`src/logic/dlc2_defs.vh`:
```
`ifndef DLC2_DEFS_VH
`define DLC2_DEFS_VH

// register byte addresses
`define DLC2_ADDR_CTRL 12'h000
`define DLC2_ADDR_STAT 12'h004
`define DLC2_ADDR_WIDTH 12

// control register field positions
`define DLC2_BIT_LC_EN 7
`define DLC2_BIT_AUTO_ABORT_OFF 6
`define DLC2_BIT_RX_CHECK_OFF 5
`define DLC2_BIT_RX_REPEAT_DISCARD 4
`define DLC2_BIT_TX_ABORT 3
`define DLC2_CTRL_WMASK 8'hF8
`define DLC2_CTRL_RESET 8'h00

// framing format codes
`define DLC2_FMT_SF 2'h0
`define DLC2_FMT_ESF 2'h1
`define DLC2_FMT_LC 2'h2

// hdlc octets
`define DLC2_FLAG 8'h7E
`define DLC2_ABORT 8'hFE
`define DLC2_ABORT_BITS 4'h8

// message type codes on the transmit source
`define DLC2_MSG_NONE 2'h0
`define DLC2_MSG_MOS 2'h1
`define DLC2_MSG_BOS 2'h2
`define DLC2_MSG_LAPD 2'h3

// line bit rate and derived enable divisor
`define DLC2_CLK_HZ 40000000
`define DLC2_LINE_HZ 4000
`define DLC2_BIT_DIV (`DLC2_CLK_HZ / `DLC2_LINE_HZ)

`endif

```
`src/logic/dlc2_bit_div.v`:
```
`timescale 1ns/1ps
`default_nettype none
`include "dlc2_defs.vh"

// one-cycle enable every DIV clocks
module dlc2_bit_div #(
    parameter integer DIV = `DLC2_BIT_DIV
) (
    input wire clk_i,
    input wire rst_i,
    output reg tick_o
);
    reg [15:0] cnt_reg;

    // free running divider
    always @(posedge clk_i) begin
        if (rst_i) begin
            cnt_reg <= 16'h0000;
            tick_o <= 1'b0;
        end else if (cnt_reg == DIV[15:0] - 16'h0001) begin
            cnt_reg <= 16'h0000;
            tick_o <= 1'b1;
        end else begin
            cnt_reg <= cnt_reg + 16'h0001;
            tick_o <= 1'b0;
        end
    end
endmodule
`default_nettype wire

```
`src/logic/dlc2_sync.v`:
```
`timescale 1ns/1ps
`default_nettype none

// two flip-flop level synchroniser
module dlc2_sync #(
    parameter integer W = 1
) (
    input wire clk_i,
    input wire rst_i,
    input wire [W-1:0] d_i,
    output reg [W-1:0] q_o
);
    reg [W-1:0] meta_reg;

    // first stage feeds only the second
    always @(posedge clk_i) begin
        if (rst_i) begin
            meta_reg <= {W{1'b0}};
            q_o <= {W{1'b0}};
        end else begin
            meta_reg <= d_i;
            q_o <= meta_reg;
        end
    end
endmodule
`default_nettype wire

```
`src/logic/dlc2_top.v`:
```
`timescale 1ns/1ps
`default_nettype none
`include "dlc2_defs.vh"

module dlc2_top #(
    parameter integer BIT_DIV = `DLC2_BIT_DIV
) (
    input wire CORE_CLK_I,
    input wire RST_I,
    // apb slave
    input wire PSEL_I,
    input wire PENABLE_I,
    input wire PWRITE_I,
    input wire [11:0] PADDR_I,
    input wire [31:0] PWDATA_I,
    output reg [31:0] PRDATA_O,
    output reg PREADY_O,
    output reg PSLVERR_O,
    // channel framing format
    input wire [1:0] FRAME_FMT_I,
    // transmit message source
    input wire [1:0] TX_MSG_TYPE_I,
    input wire TX_MSG_BIT_I,
    input wire TX_MSG_VALID_I,
    output reg TX_MSG_TAKE_O,
    output reg TX_SF_BIT_O,
    // line side
    output reg TX_DL_BIT_O,
    output reg TX_DL_LC_O,
    input wire RX_DL_BIT_I,
    input wire RX_FRAME_END_I,
    input wire RX_FCS_OK_I,
    input wire [1:0] RX_MSG_TYPE_I,
    input wire [7:0] RX_MSG_SIG_I,
    // receive decisions
    output reg RX_DL_LC_O,
    output reg RX_DL_BIT_O,
    output reg RX_ACCEPT_O,
    output reg RX_FCS_ERR_O,
    output reg RX_DISCARD_O
);
    localparam [3:0] ST_IDLE = 4'h1;
    localparam [3:0] ST_DATA = 4'h2;
    localparam [3:0] ST_ABORT = 4'h4;
    localparam [3:0] ST_FLAG = 4'h8;

    // bit-rate enable and synchronised line inputs
    wire tick;
    wire [15:0] rx_sync;
    wire [1:0] fmt;
    wire rx_bit;
    wire rx_end;
    wire rx_ok;
    wire [1:0] rx_type;
    wire [7:0] rx_sig;

    // control register and transmit machine
    reg [7:0] ctrl_reg;
    reg [3:0] state_reg;
    reg [3:0] state_next;
    reg [7:0] shift_reg;
    reg [7:0] shift_next;
    reg [3:0] cnt_reg;
    reg [3:0] cnt_next;
    reg take_next;

    // message history for auto abort and repeat discard
    reg [1:0] last_type_reg;
    reg [7:0] held_sig_reg;
    reg held_valid_reg;

    // framing toggle and bus helpers
    reg sf_reg;
    reg lc_active;
    reg apb_wr;
    reg apb_rd;

    dlc2_bit_div #(
        .DIV(BIT_DIV)
    ) u_div (
        .clk_i(CORE_CLK_I),
        .rst_i(RST_I),
        .tick_o(tick)
    );

    // pins from the line side are resynchronised
    dlc2_sync #(
        .W(16)
    ) u_sync (
        .clk_i(CORE_CLK_I),
        .rst_i(RST_I),
        .d_i({FRAME_FMT_I, RX_DL_BIT_I, RX_FRAME_END_I, RX_FCS_OK_I, RX_MSG_TYPE_I,
              RX_MSG_SIG_I, 1'b0}),
        .q_o(rx_sync)
    );
    assign fmt = rx_sync[15:14];
    assign rx_bit = rx_sync[13];
    assign rx_end = rx_sync[12];
    assign rx_ok = rx_sync[11];
    assign rx_type = rx_sync[10:9];
    assign rx_sig = rx_sync[8:1];

    // loop-carrier enable gated by framing
    always @* begin
        lc_active = ctrl_reg[`DLC2_BIT_LC_EN] &&
            ((fmt == `DLC2_FMT_LC) || (fmt == `DLC2_FMT_ESF));
    end

    // apb strobes, one access phase with one wait state
    always @* begin
        apb_wr = PSEL_I && PENABLE_I && PWRITE_I && !PREADY_O;
        apb_rd = PSEL_I && PENABLE_I && !PWRITE_I && !PREADY_O;
    end

    // apb register file
    always @(posedge CORE_CLK_I) begin
        if (RST_I) begin
            ctrl_reg <= `DLC2_CTRL_RESET;
            PRDATA_O <= 32'h00000000;
            PREADY_O <= 1'b0;
            PSLVERR_O <= 1'b0;
        end else begin
            PREADY_O <= apb_wr || apb_rd;
            PSLVERR_O <= 1'b0;
            if (apb_wr || apb_rd) begin
                if (PADDR_I == `DLC2_ADDR_CTRL) begin
                    if (apb_wr) begin
                        ctrl_reg <= PWDATA_I[7:0] & `DLC2_CTRL_WMASK;
                    end
                    PRDATA_O <= {24'h000000, ctrl_reg};
                end else if (PADDR_I == `DLC2_ADDR_STAT) begin
                    PRDATA_O <= {24'h000000, held_valid_reg, lc_active, state_reg, fmt};
                end else begin
                    PRDATA_O <= 32'h00000000;
                    PSLVERR_O <= 1'b1;
                end
            end else begin
                PRDATA_O <= 32'h00000000;
            end
        end
    end

    // transmit hdlc 2 next state
    always @* begin
        state_next = state_reg;
        shift_next = shift_reg;
        cnt_next = cnt_reg;
        take_next = 1'b0;
        case (state_reg)
            ST_IDLE: begin
                if (cnt_reg == 4'h0) begin
                    shift_next = `DLC2_FLAG;
                    cnt_next = 4'h8;
                end else begin
                    shift_next = {1'b0, shift_reg[7:1]};
                    cnt_next = cnt_reg - 4'h1;
                end
                if (cnt_reg == 4'h1 && TX_MSG_VALID_I && lc_active) begin
                    state_next = ST_DATA;
                end
            end
            ST_DATA: begin
                // a bit is consumed only while the link carries messages
                take_next = TX_MSG_VALID_I && lc_active;
                if (TX_MSG_VALID_I && TX_MSG_TYPE_I == `DLC2_MSG_BOS &&
                    last_type_reg == `DLC2_MSG_MOS &&
                    !ctrl_reg[`DLC2_BIT_AUTO_ABORT_OFF]) begin
                    state_next = ST_ABORT;
                    shift_next = `DLC2_ABORT;
                    cnt_next = `DLC2_ABORT_BITS;
                    take_next = 1'b0;
                end else if (!TX_MSG_VALID_I || !lc_active) begin
                    state_next = ST_IDLE;
                    cnt_next = 4'h0;
                end
            end
            ST_ABORT: begin
                shift_next = {1'b1, shift_reg[7:1]};
                if (cnt_reg != 4'h0) begin
                    cnt_next = cnt_reg - 4'h1;
                end
                if (cnt_reg <= 4'h1 && !ctrl_reg[`DLC2_BIT_TX_ABORT]) begin
                    state_next = ST_FLAG;
                    shift_next = `DLC2_FLAG;
                    cnt_next = 4'h8;
                end
            end
            ST_FLAG: begin
                shift_next = {1'b0, shift_reg[7:1]};
                cnt_next = cnt_reg - 4'h1;
                if (cnt_reg == 4'h1) begin
                    state_next = ST_IDLE;
                    cnt_next = 4'h0;
                end
            end
            default: begin
                state_next = ST_IDLE;
                cnt_next = 4'h0;
            end
        endcase
        if (ctrl_reg[`DLC2_BIT_TX_ABORT] && state_reg != ST_ABORT) begin
            state_next = ST_ABORT;
            shift_next = 8'hFF;
            cnt_next = `DLC2_ABORT_BITS;
            take_next = 1'b0;
        end
    end

    // transmit state and line bit
    always @(posedge CORE_CLK_I) begin
        if (RST_I) begin
            state_reg <= ST_IDLE;
            shift_reg <= 8'h00;
            cnt_reg <= 4'h0;
            last_type_reg <= `DLC2_MSG_NONE;
            sf_reg <= 1'b0;
            TX_DL_BIT_O <= 1'b1;
            TX_DL_LC_O <= 1'b0;
            TX_MSG_TAKE_O <= 1'b0;
            TX_SF_BIT_O <= 1'b0;
        end else begin
            TX_MSG_TAKE_O <= 1'b0;
            if (tick) begin
                state_reg <= state_next;
                shift_reg <= shift_next;
                cnt_reg <= cnt_next;
                TX_MSG_TAKE_O <= take_next;
                sf_reg <= ~sf_reg;
                if (take_next) begin
                    last_type_reg <= TX_MSG_TYPE_I;
                end else if (state_reg == ST_ABORT) begin
                    // an abort closes the mos run, so the next bos needs no second one
                    last_type_reg <= `DLC2_MSG_NONE;
                end
                TX_DL_LC_O <= lc_active;
                // line bit: message data, abort ones or the shifter
                if (state_reg == ST_DATA) begin
                    TX_DL_BIT_O <= TX_MSG_BIT_I;
                end else if (state_reg == ST_ABORT && shift_reg == 8'hFF) begin
                    TX_DL_BIT_O <= 1'b1;
                end else begin
                    TX_DL_BIT_O <= shift_reg[0];
                end
                TX_SF_BIT_O <= lc_active ? 1'b0 : sf_reg;
            end
        end
    end

    // receive hdlc 2 decisions
    always @(posedge CORE_CLK_I) begin
        if (RST_I) begin
            held_sig_reg <= 8'h00;
            held_valid_reg <= 1'b0;
            RX_DL_LC_O <= 1'b0;
            RX_DL_BIT_O <= 1'b0;
            RX_ACCEPT_O <= 1'b0;
            RX_FCS_ERR_O <= 1'b0;
            RX_DISCARD_O <= 1'b0;
        end else begin
            RX_DL_LC_O <= lc_active;
            RX_DL_BIT_O <= lc_active ? rx_bit : 1'b0;
            // decision pulses stand for one cycle
            RX_ACCEPT_O <= 1'b0;
            RX_FCS_ERR_O <= 1'b0;
            RX_DISCARD_O <= 1'b0;
            if (rx_end && lc_active) begin
                if (!ctrl_reg[`DLC2_BIT_RX_CHECK_OFF] && !rx_ok) begin
                    RX_FCS_ERR_O <= 1'b1;
                end else if (ctrl_reg[`DLC2_BIT_RX_REPEAT_DISCARD] && held_valid_reg &&
                    (rx_type == `DLC2_MSG_BOS || rx_type == `DLC2_MSG_LAPD) &&
                    rx_sig == held_sig_reg) begin
                    RX_DISCARD_O <= 1'b1;
                end else begin
                    RX_ACCEPT_O <= 1'b1;
                    held_sig_reg <= rx_sig;
                    held_valid_reg <= 1'b1;
                end
            end
        end
    end
endmodule
`default_nettype wire

```
`config.mk`:
```
export PLATFORM = sky130hd
export DESIGN_NAME = dlc2_top
export DESIGN_NICKNAME = d
export VERILOG_FILES = /design/src/logic/dlc2_bit_div.v /design/src/logic/dlc2_sync.v /design/src/logic/dlc2_top.v
export VERILOG_INCLUDE_DIRS = /design/src /design/src/logic
export SDC_FILE = /design/constraint.sdc
export NUM_CORES = 1
export LEC_CHECK = 0
export BUFFER_PORTS_ARGS = -buffer_cell sky130_fd_sc_hd__buf_4
export CORE_MARGIN = 3
export CORE_UTILIZATION = 25
export CTS_CLUSTER_SIZE = 28
export DETAILED_ROUTE_END_ITERATION = 6
export GPL_TIMING_DRIVEN = 0
export SYNTH_ARGS = -nofsm -noshare
export SYNTH_HDL_FRONTEND = slang
export SYNTH_SLANG_ARGS = --single-unit
```
`constraint.sdc`:
```
create_clock -name CORE_CLK_I -period 2.3 [get_ports CORE_CLK_I]
set_clock_uncertainty 0.2 [all_clocks]
set_input_delay 0.345 -clock CORE_CLK_I [delete_from_list [all_inputs] [get_ports CORE_CLK_I]]
set_output_delay 0.345 -clock CORE_CLK_I [all_outputs]
set_load 0.03 [all_outputs]
```
Word-level counts from Yosys, hierarchy flattened
Cells that the tools add are included.

storage, ports and cells
  register bits after elaboration = 125
  latch bits = 0
  RAM bits = 0
  bits in read-only memories = 0
  bits of input ports = 68
  output and inout bits = 43
  word-level logic and storage cells = 146
  memories = 0

operators by class
  add/subtract/negate cells = 2
  $mul = 0
  div/mod/pow operators = 0
  order comparisons = 1
  equality and inequality tests = 22
  shift operators = 0
  mux-type cells = 35
  bitwise logic cells = 8
  reduce and logical (&&, ||, !) cells = 51

operator list
  kind                                                    count
  two-way mux 4 bit                                       13
  two-way mux 8 bit                                       5
  one-hot mux 4 bit (4 select lines)                      2
  one-hot mux 8 bit (4 select lines)                      1
  logical AND 1 bit                                       20
  adder 16 x 1 -> 16 bit (second input constant)          1
  equality test 16 x 14 -> 1 bit (second input constant)  1
  equality test 12 x 3 -> 1 bit (second input constant)   1
  zero test 12 bit                                        1
  inequality test 3 bit (second input constant)           4
  AND reduction 3 bit                                     4
  two-way mux 1 bit                                       11
  OR reduction 2 bit                                      5
  equality test 2 bit (second input constant)             4
  equality test 4 x 1 -> 1 bit (second input constant)    2
  equality test 8 bit                                     1
  equality test 8 bit (second input constant)             1
  zero test 1 bit                                         8
  inequality test 4 bit (second input constant)           2
  NOT 1 bit                                               8
  two-way mux 7 bit                                       1
  OR reduction 3 bit                                      2
  AND reduction 5 bit                                     1
  nonzero test 5 bit                                      1
  14 further kinds                                        19

Logic depth before layout (Yosys ltp)
  depth in word-level cells = 9
  mapped depth = 8
  depth with buffers taken out = 7

Cells and area by module
Synthesis repeated with hierarchy kept, for this count alone.

second synthesis, totals
  cells, all modules = 457
  area, all modules = 4408.0 um^2

by module, submodules not included
  module        instances  cells an instance  area an instance (um^2)  sequential area each (um^2)
  dlc2_top      1          312                2783.9                   1041.0
  dlc2_sync     1          67                 863.3                    640.6
  dlc2_bit_div  1          78                 760.7                    340.3

Worst setup path before layout
No wires, ideal clock.

  kind = register to register
  start = register state_reg[2]
  end = register shift_reg[3]
  setup time = 0.119 ns
  data arrival time = 1.799 ns
  data required time = 1.981 ns
  path slack = 0.182 ns
  stages on the path, launching flop included = 7
  buffers on the path = 2
  period minus slack after synthesis = 2.118 ns
  path through = dfxtp_1 or4b_1 buf_2 a211o_1 o311a_1 buf_2 o221a_2

on the way
  word-level cells in the longest chain between the ends = 4
  elaborated cells on any way between the ends = 11
  classes of those cells = eq/ne (6); mux (2); reduce/logical (3)

ends and longest elaborated chain
  item                                                                          line            text
  start: declaration                                                            dlc2_top.v:59   reg [3:0] state_reg;
  start signal: assignment                                                      dlc2_top.v:224  state_reg <= state_next;
  inequality test 4 x 3 -> 1 bit                                                dlc2_top.v:201  if (ctrl_reg[`DLC2_BIT_TX_ABORT] && state_reg != ST_ABORT) begin
  logical AND 1 bit                                                             dlc2_top.v:201
  inequality test 3 bit (no source line) or nonzero test 5 bit (tied branches)  n/a
  AND reduction 3 bit (no source line)                                          n/a
  end signal: assignment                                                        dlc2_top.v:225  shift_reg <= shift_next;
  end: declaration                                                              dlc2_top.v:61   reg [7:0] shift_reg;

Several ways; a longest one is shown, not always the timed one.
A chain may end at the register's enable or synchronous reset.

Worst setup path after layout
  start = register state_reg[2]
  end = register shift_reg[5]

Same word-level chain as after synthesis.

==> impl_summary.md <==
Outcome
The flow ran to the end, and the final reports show no timing, DRC or antenna violations.

STA
The final count of hold timing violations is 0. Headroom to the max-slew limit came out at 0.277. In the final timing run, aggregate negative setup slack is 0 ns. Dividing the final minimum period by the clock period gives 0.983.

The clock period could shrink to 2.26 ns. The slew at the pin closest to its max-slew limit is 1.07 ns. Setup repair after global routing could not meet its margin everywhere. Timing would allow up to approximately 440 MHz.

The number of setup violations in the final report is 0. The count of pins over their slew limit is 0.

Detailed routing
The starting DRC count in detailed routing is 177. After detailed routing, the number of remaining DRC violations is 0. The remaining number of nets flagged by the antenna check after routing is 0.

In the final routed layout, each cell accounts on average for 12.9 um. The final route contains around 3200 vias. The total length of routed wires is ~9500 um. The ratio of routed vias to standard cells is between 4 and 5. For this run, the detailed router's first-pass iteration total came to 4.

Clock tree
The clock latency of the later-clocked register in the worst-skew pair is 0.34 ns. The sink count of the clock tree is 97. The maximum clock insertion buffer count is 2. The TritonCTS buffer count is 9. After clock tree synthesis, the clock-pin slew on the worst setup and hold paths is 0.07 ns. The H-tree depth is 3. TritonCTS built the clock tree.

The tree is rooted in a sky130_fd_sc_hd__clkbuf_16.

Worst setup path
The cell at the slowest stage of the critical path is sky130_fd_sc_hd__or4b_1. The element type at the critical path end is a flop. For this run, the slowest stage of the critical path takes between 0.5 and 0.6 ns. The register-to-register setup slack is 0.04 ns. The depth of the worst register-to-register path is 6. STA classifies the critical path startpoint as a flop. The maximum fanout count along the critical path is 10. The signal on the critical path passes through or4b_1 -> buf_6 -> a211o_4 -> o311a_4 -> buf_4 -> o221a_2.

The required arrival time at the worst endpoint is 2.34 ns. The critical path is of the flop to flop type. Data on the critical path arrives at its endpoint at 2.30 ns.

Place
The half-perimeter wire length of the detailed placement result is 7340 um. The count of input and output buffers is 58. The cell area after placement is 4850 um2. The congestion estimate from routability-driven global placement came to between 0.7 and 0.8.

Yosys
Counting flops with a built-in enable in the synthesized netlist gives 0. The count of distinct cell types in the synthesized netlist is 58. The share of synthesized registers carrying an async set or reset is 0. The cell area that synthesis handed to floorplanning was just over 4000 um2. The prevailing post-synth register cell is sky130_fd_sc_hd__dfxtp_1. The share of the Yosys chip area taken by registers is 0.479. The number of warnings reported in the yosys synthesis log is 0. After synthesis, the mean cell area works out to between 9 and 10 um2.

Synthesis produced a netlist whose cell count is roughly 430. Synthesis inferred just under 100 register bits.

GRT
The global-route wire length before repair is 15400 um. The global-route met3 utilization is 0.0344. The met2 track demand over resource in global routing is 0.176. The largest net degree at the start of global routing is 17. The number of antenna violations at the first check in global routing is 0. After global routing the overflow that remains totals 0. The number of global-route vias before repair was 3134.

In the global route stage, overall resource usage came out at 0.109. The most heavily used metal layer in global routing is met2. The global-route track usage on met1 is 0.132.

Cells and area
Leaving out fill and tap cells, the most frequent cells in the layout are sky130_fd_sc_hd__dfxtp_1, sky130_fd_sc_hd__buf_4, sky130_fd_sc_hd__nor2_1. The fraction of final layout cells sized beyond drive strength 1 is 0.257. The most common library cell in the layout ignoring fill and taps is sky130_fd_sc_hd__dfxtp_1. The final layout contains about 600 nets. The area growth from synthesis to final layout is 31.7%. The register with the most flip-flops in the layout has 16 of them. The number of antenna repair diodes is 0. The finished layout cell area is ~5300 um2.

Power and ir drop
Summing internal, switching and leakage power gives 3.54 mW. IR analysis of the VDD net gives a maximum drop of 348 uV. In this run the static leakage power is 2.14 nW. The ratio of total power to cell area is between 600 and 700 nW/um2.

Floorplan
The initial utilization of the core area, before any placement, comes to 0.261. The initialized floorplan defines 45 standard-cell rows. The die is approximately 130 um tall. Pin placement for this block handled 111 I/O pins. In this run the standard cell core region covers 15500 um2. The die extent in x is roughly 130 um. The overall die area is 17800 um2.

Worst hold path
The class of the worst hold path is input pin to flop. The count of cells along the worst hold path is 2.

Job
The max-capacitance violation count is 0.
## final cells by class
type                    count  area, um2
plain buffers              44        277
clock buffers              10        229
clock inverters             5       86.3
fillers                  1610      10200
inverters                  10       37.5
multi-input cells         296       1980
flip-flops and latches     97       1940
well taps                 211        264
repair buffers             67        523
## report_power, final
group	leakage [nW]	total, mW	internal [mW]	switching (mW)
sequential	0.789	1.72	1.71	0.0134
clock	0.154	1.59	0.956	0.630
combinational	1.19	0.237	0.111	0.126
total	2.14	3.54	2.77	0.770
## cell families after synthesis
group                      after synthesis  share of synthesized area
AOI/OAI and AO/OA                       55                      0.112
xor gates and xnor gates                25                     0.0540
other                                    1                   0.000924
buffers and inverters                   55                     0.0755
muxes                                   16                     0.0395
adders and majority gates                3                    0.00925
and+or+nand+nor                        173                      0.230
DFF                                     97                      0.479
## timing repair
| item | CTS | global route |
|---|---|---|
| pin swaps | 3 | 1 |
| setup endpoints to repair | 23 | 22 |
| hold buffers | 8 | 0 |
| cloned | 0 | 0 |
| resized for setup | 8 | 14 |
| setup buffers | 1 | 0 |
| endpoints found under the hold margin | 8 | 0 |
## per-layer routing
layer | wire length, um | part of all wire | vias up
li1 | - | - | 1620
met1 | 4420 | 0.46 | 1461
met2 | 4430 | 0.47 | 73
met3 | 473 | 0.050 | 17
met4 | 206 | 0.022 | 0
met5 | 0 | 0 | -
## through the flow
step,cells,worst slack (ns),util,hold WS [ns]
after floorplan,448,0.182,-,0.214
after detailed placement,717,-0.281,0.312,0.220
after global placement,717,-0.572,0.312,0.222
final,740,0.0383,0.344,0.0165
after CTS,740,0.0170,0.340,0.000786
after global routing,740,-0.0163,0.344,0.00639
## final timing paths
| kind | from | end |
|---|---|---|
| worst max register to register | state_reg[2]$_SDFFE_PP0P_ | shift_reg[5]$_SDFFE_PP0P_ |
| worst min-delay path | RX_FRAME_END_I | u_sync.meta_reg[12]$_SDFF_PP0_ |
| worst max-delay path | state_reg[2]$_SDFFE_PP0P_ | shift_reg[5]$_SDFFE_PP0P_ |
| worst min register to register | u_sync.meta_reg[5]$_SDFF_PP0_ | u_sync.q_o[5]$_SDFF_PP0_ |
## cell usage after synthesis (all sizes together), types with 5 or more instances
cell | instances | area [um2]
a22o | 5 | 43.8
and2 | 8 | 50.1
and3 | 9 | 61.3
buf | 34 | 228
clkbuf | 11 | 41.3
dfxtp | 97 | 1940
inv | 10 | 37.5
mux2i | 16 | 160
nand2 | 31 | 116
nand3 | 13 | 65.1
nand4 | 10 | 62.6
nor2 | 38 | 143
nor2b | 34 | 213
nor4 | 7 | 50.1
nor4b | 5 | 43.8
o21ai | 10 | 50.0
o221a | 5 | 56.3
xnor2 | 17 | 149
xor2 | 8 | 70.1
## critical path, delay by kind of cell, from the launching register on
family | cells | cell delay [ns]
compound gates | 3 | 0.74
buf+inv | 2 | 0.33
flops | 1 | 0.35
simple gates | 1 | 0.53
Power figures use the tool's default switching activity.
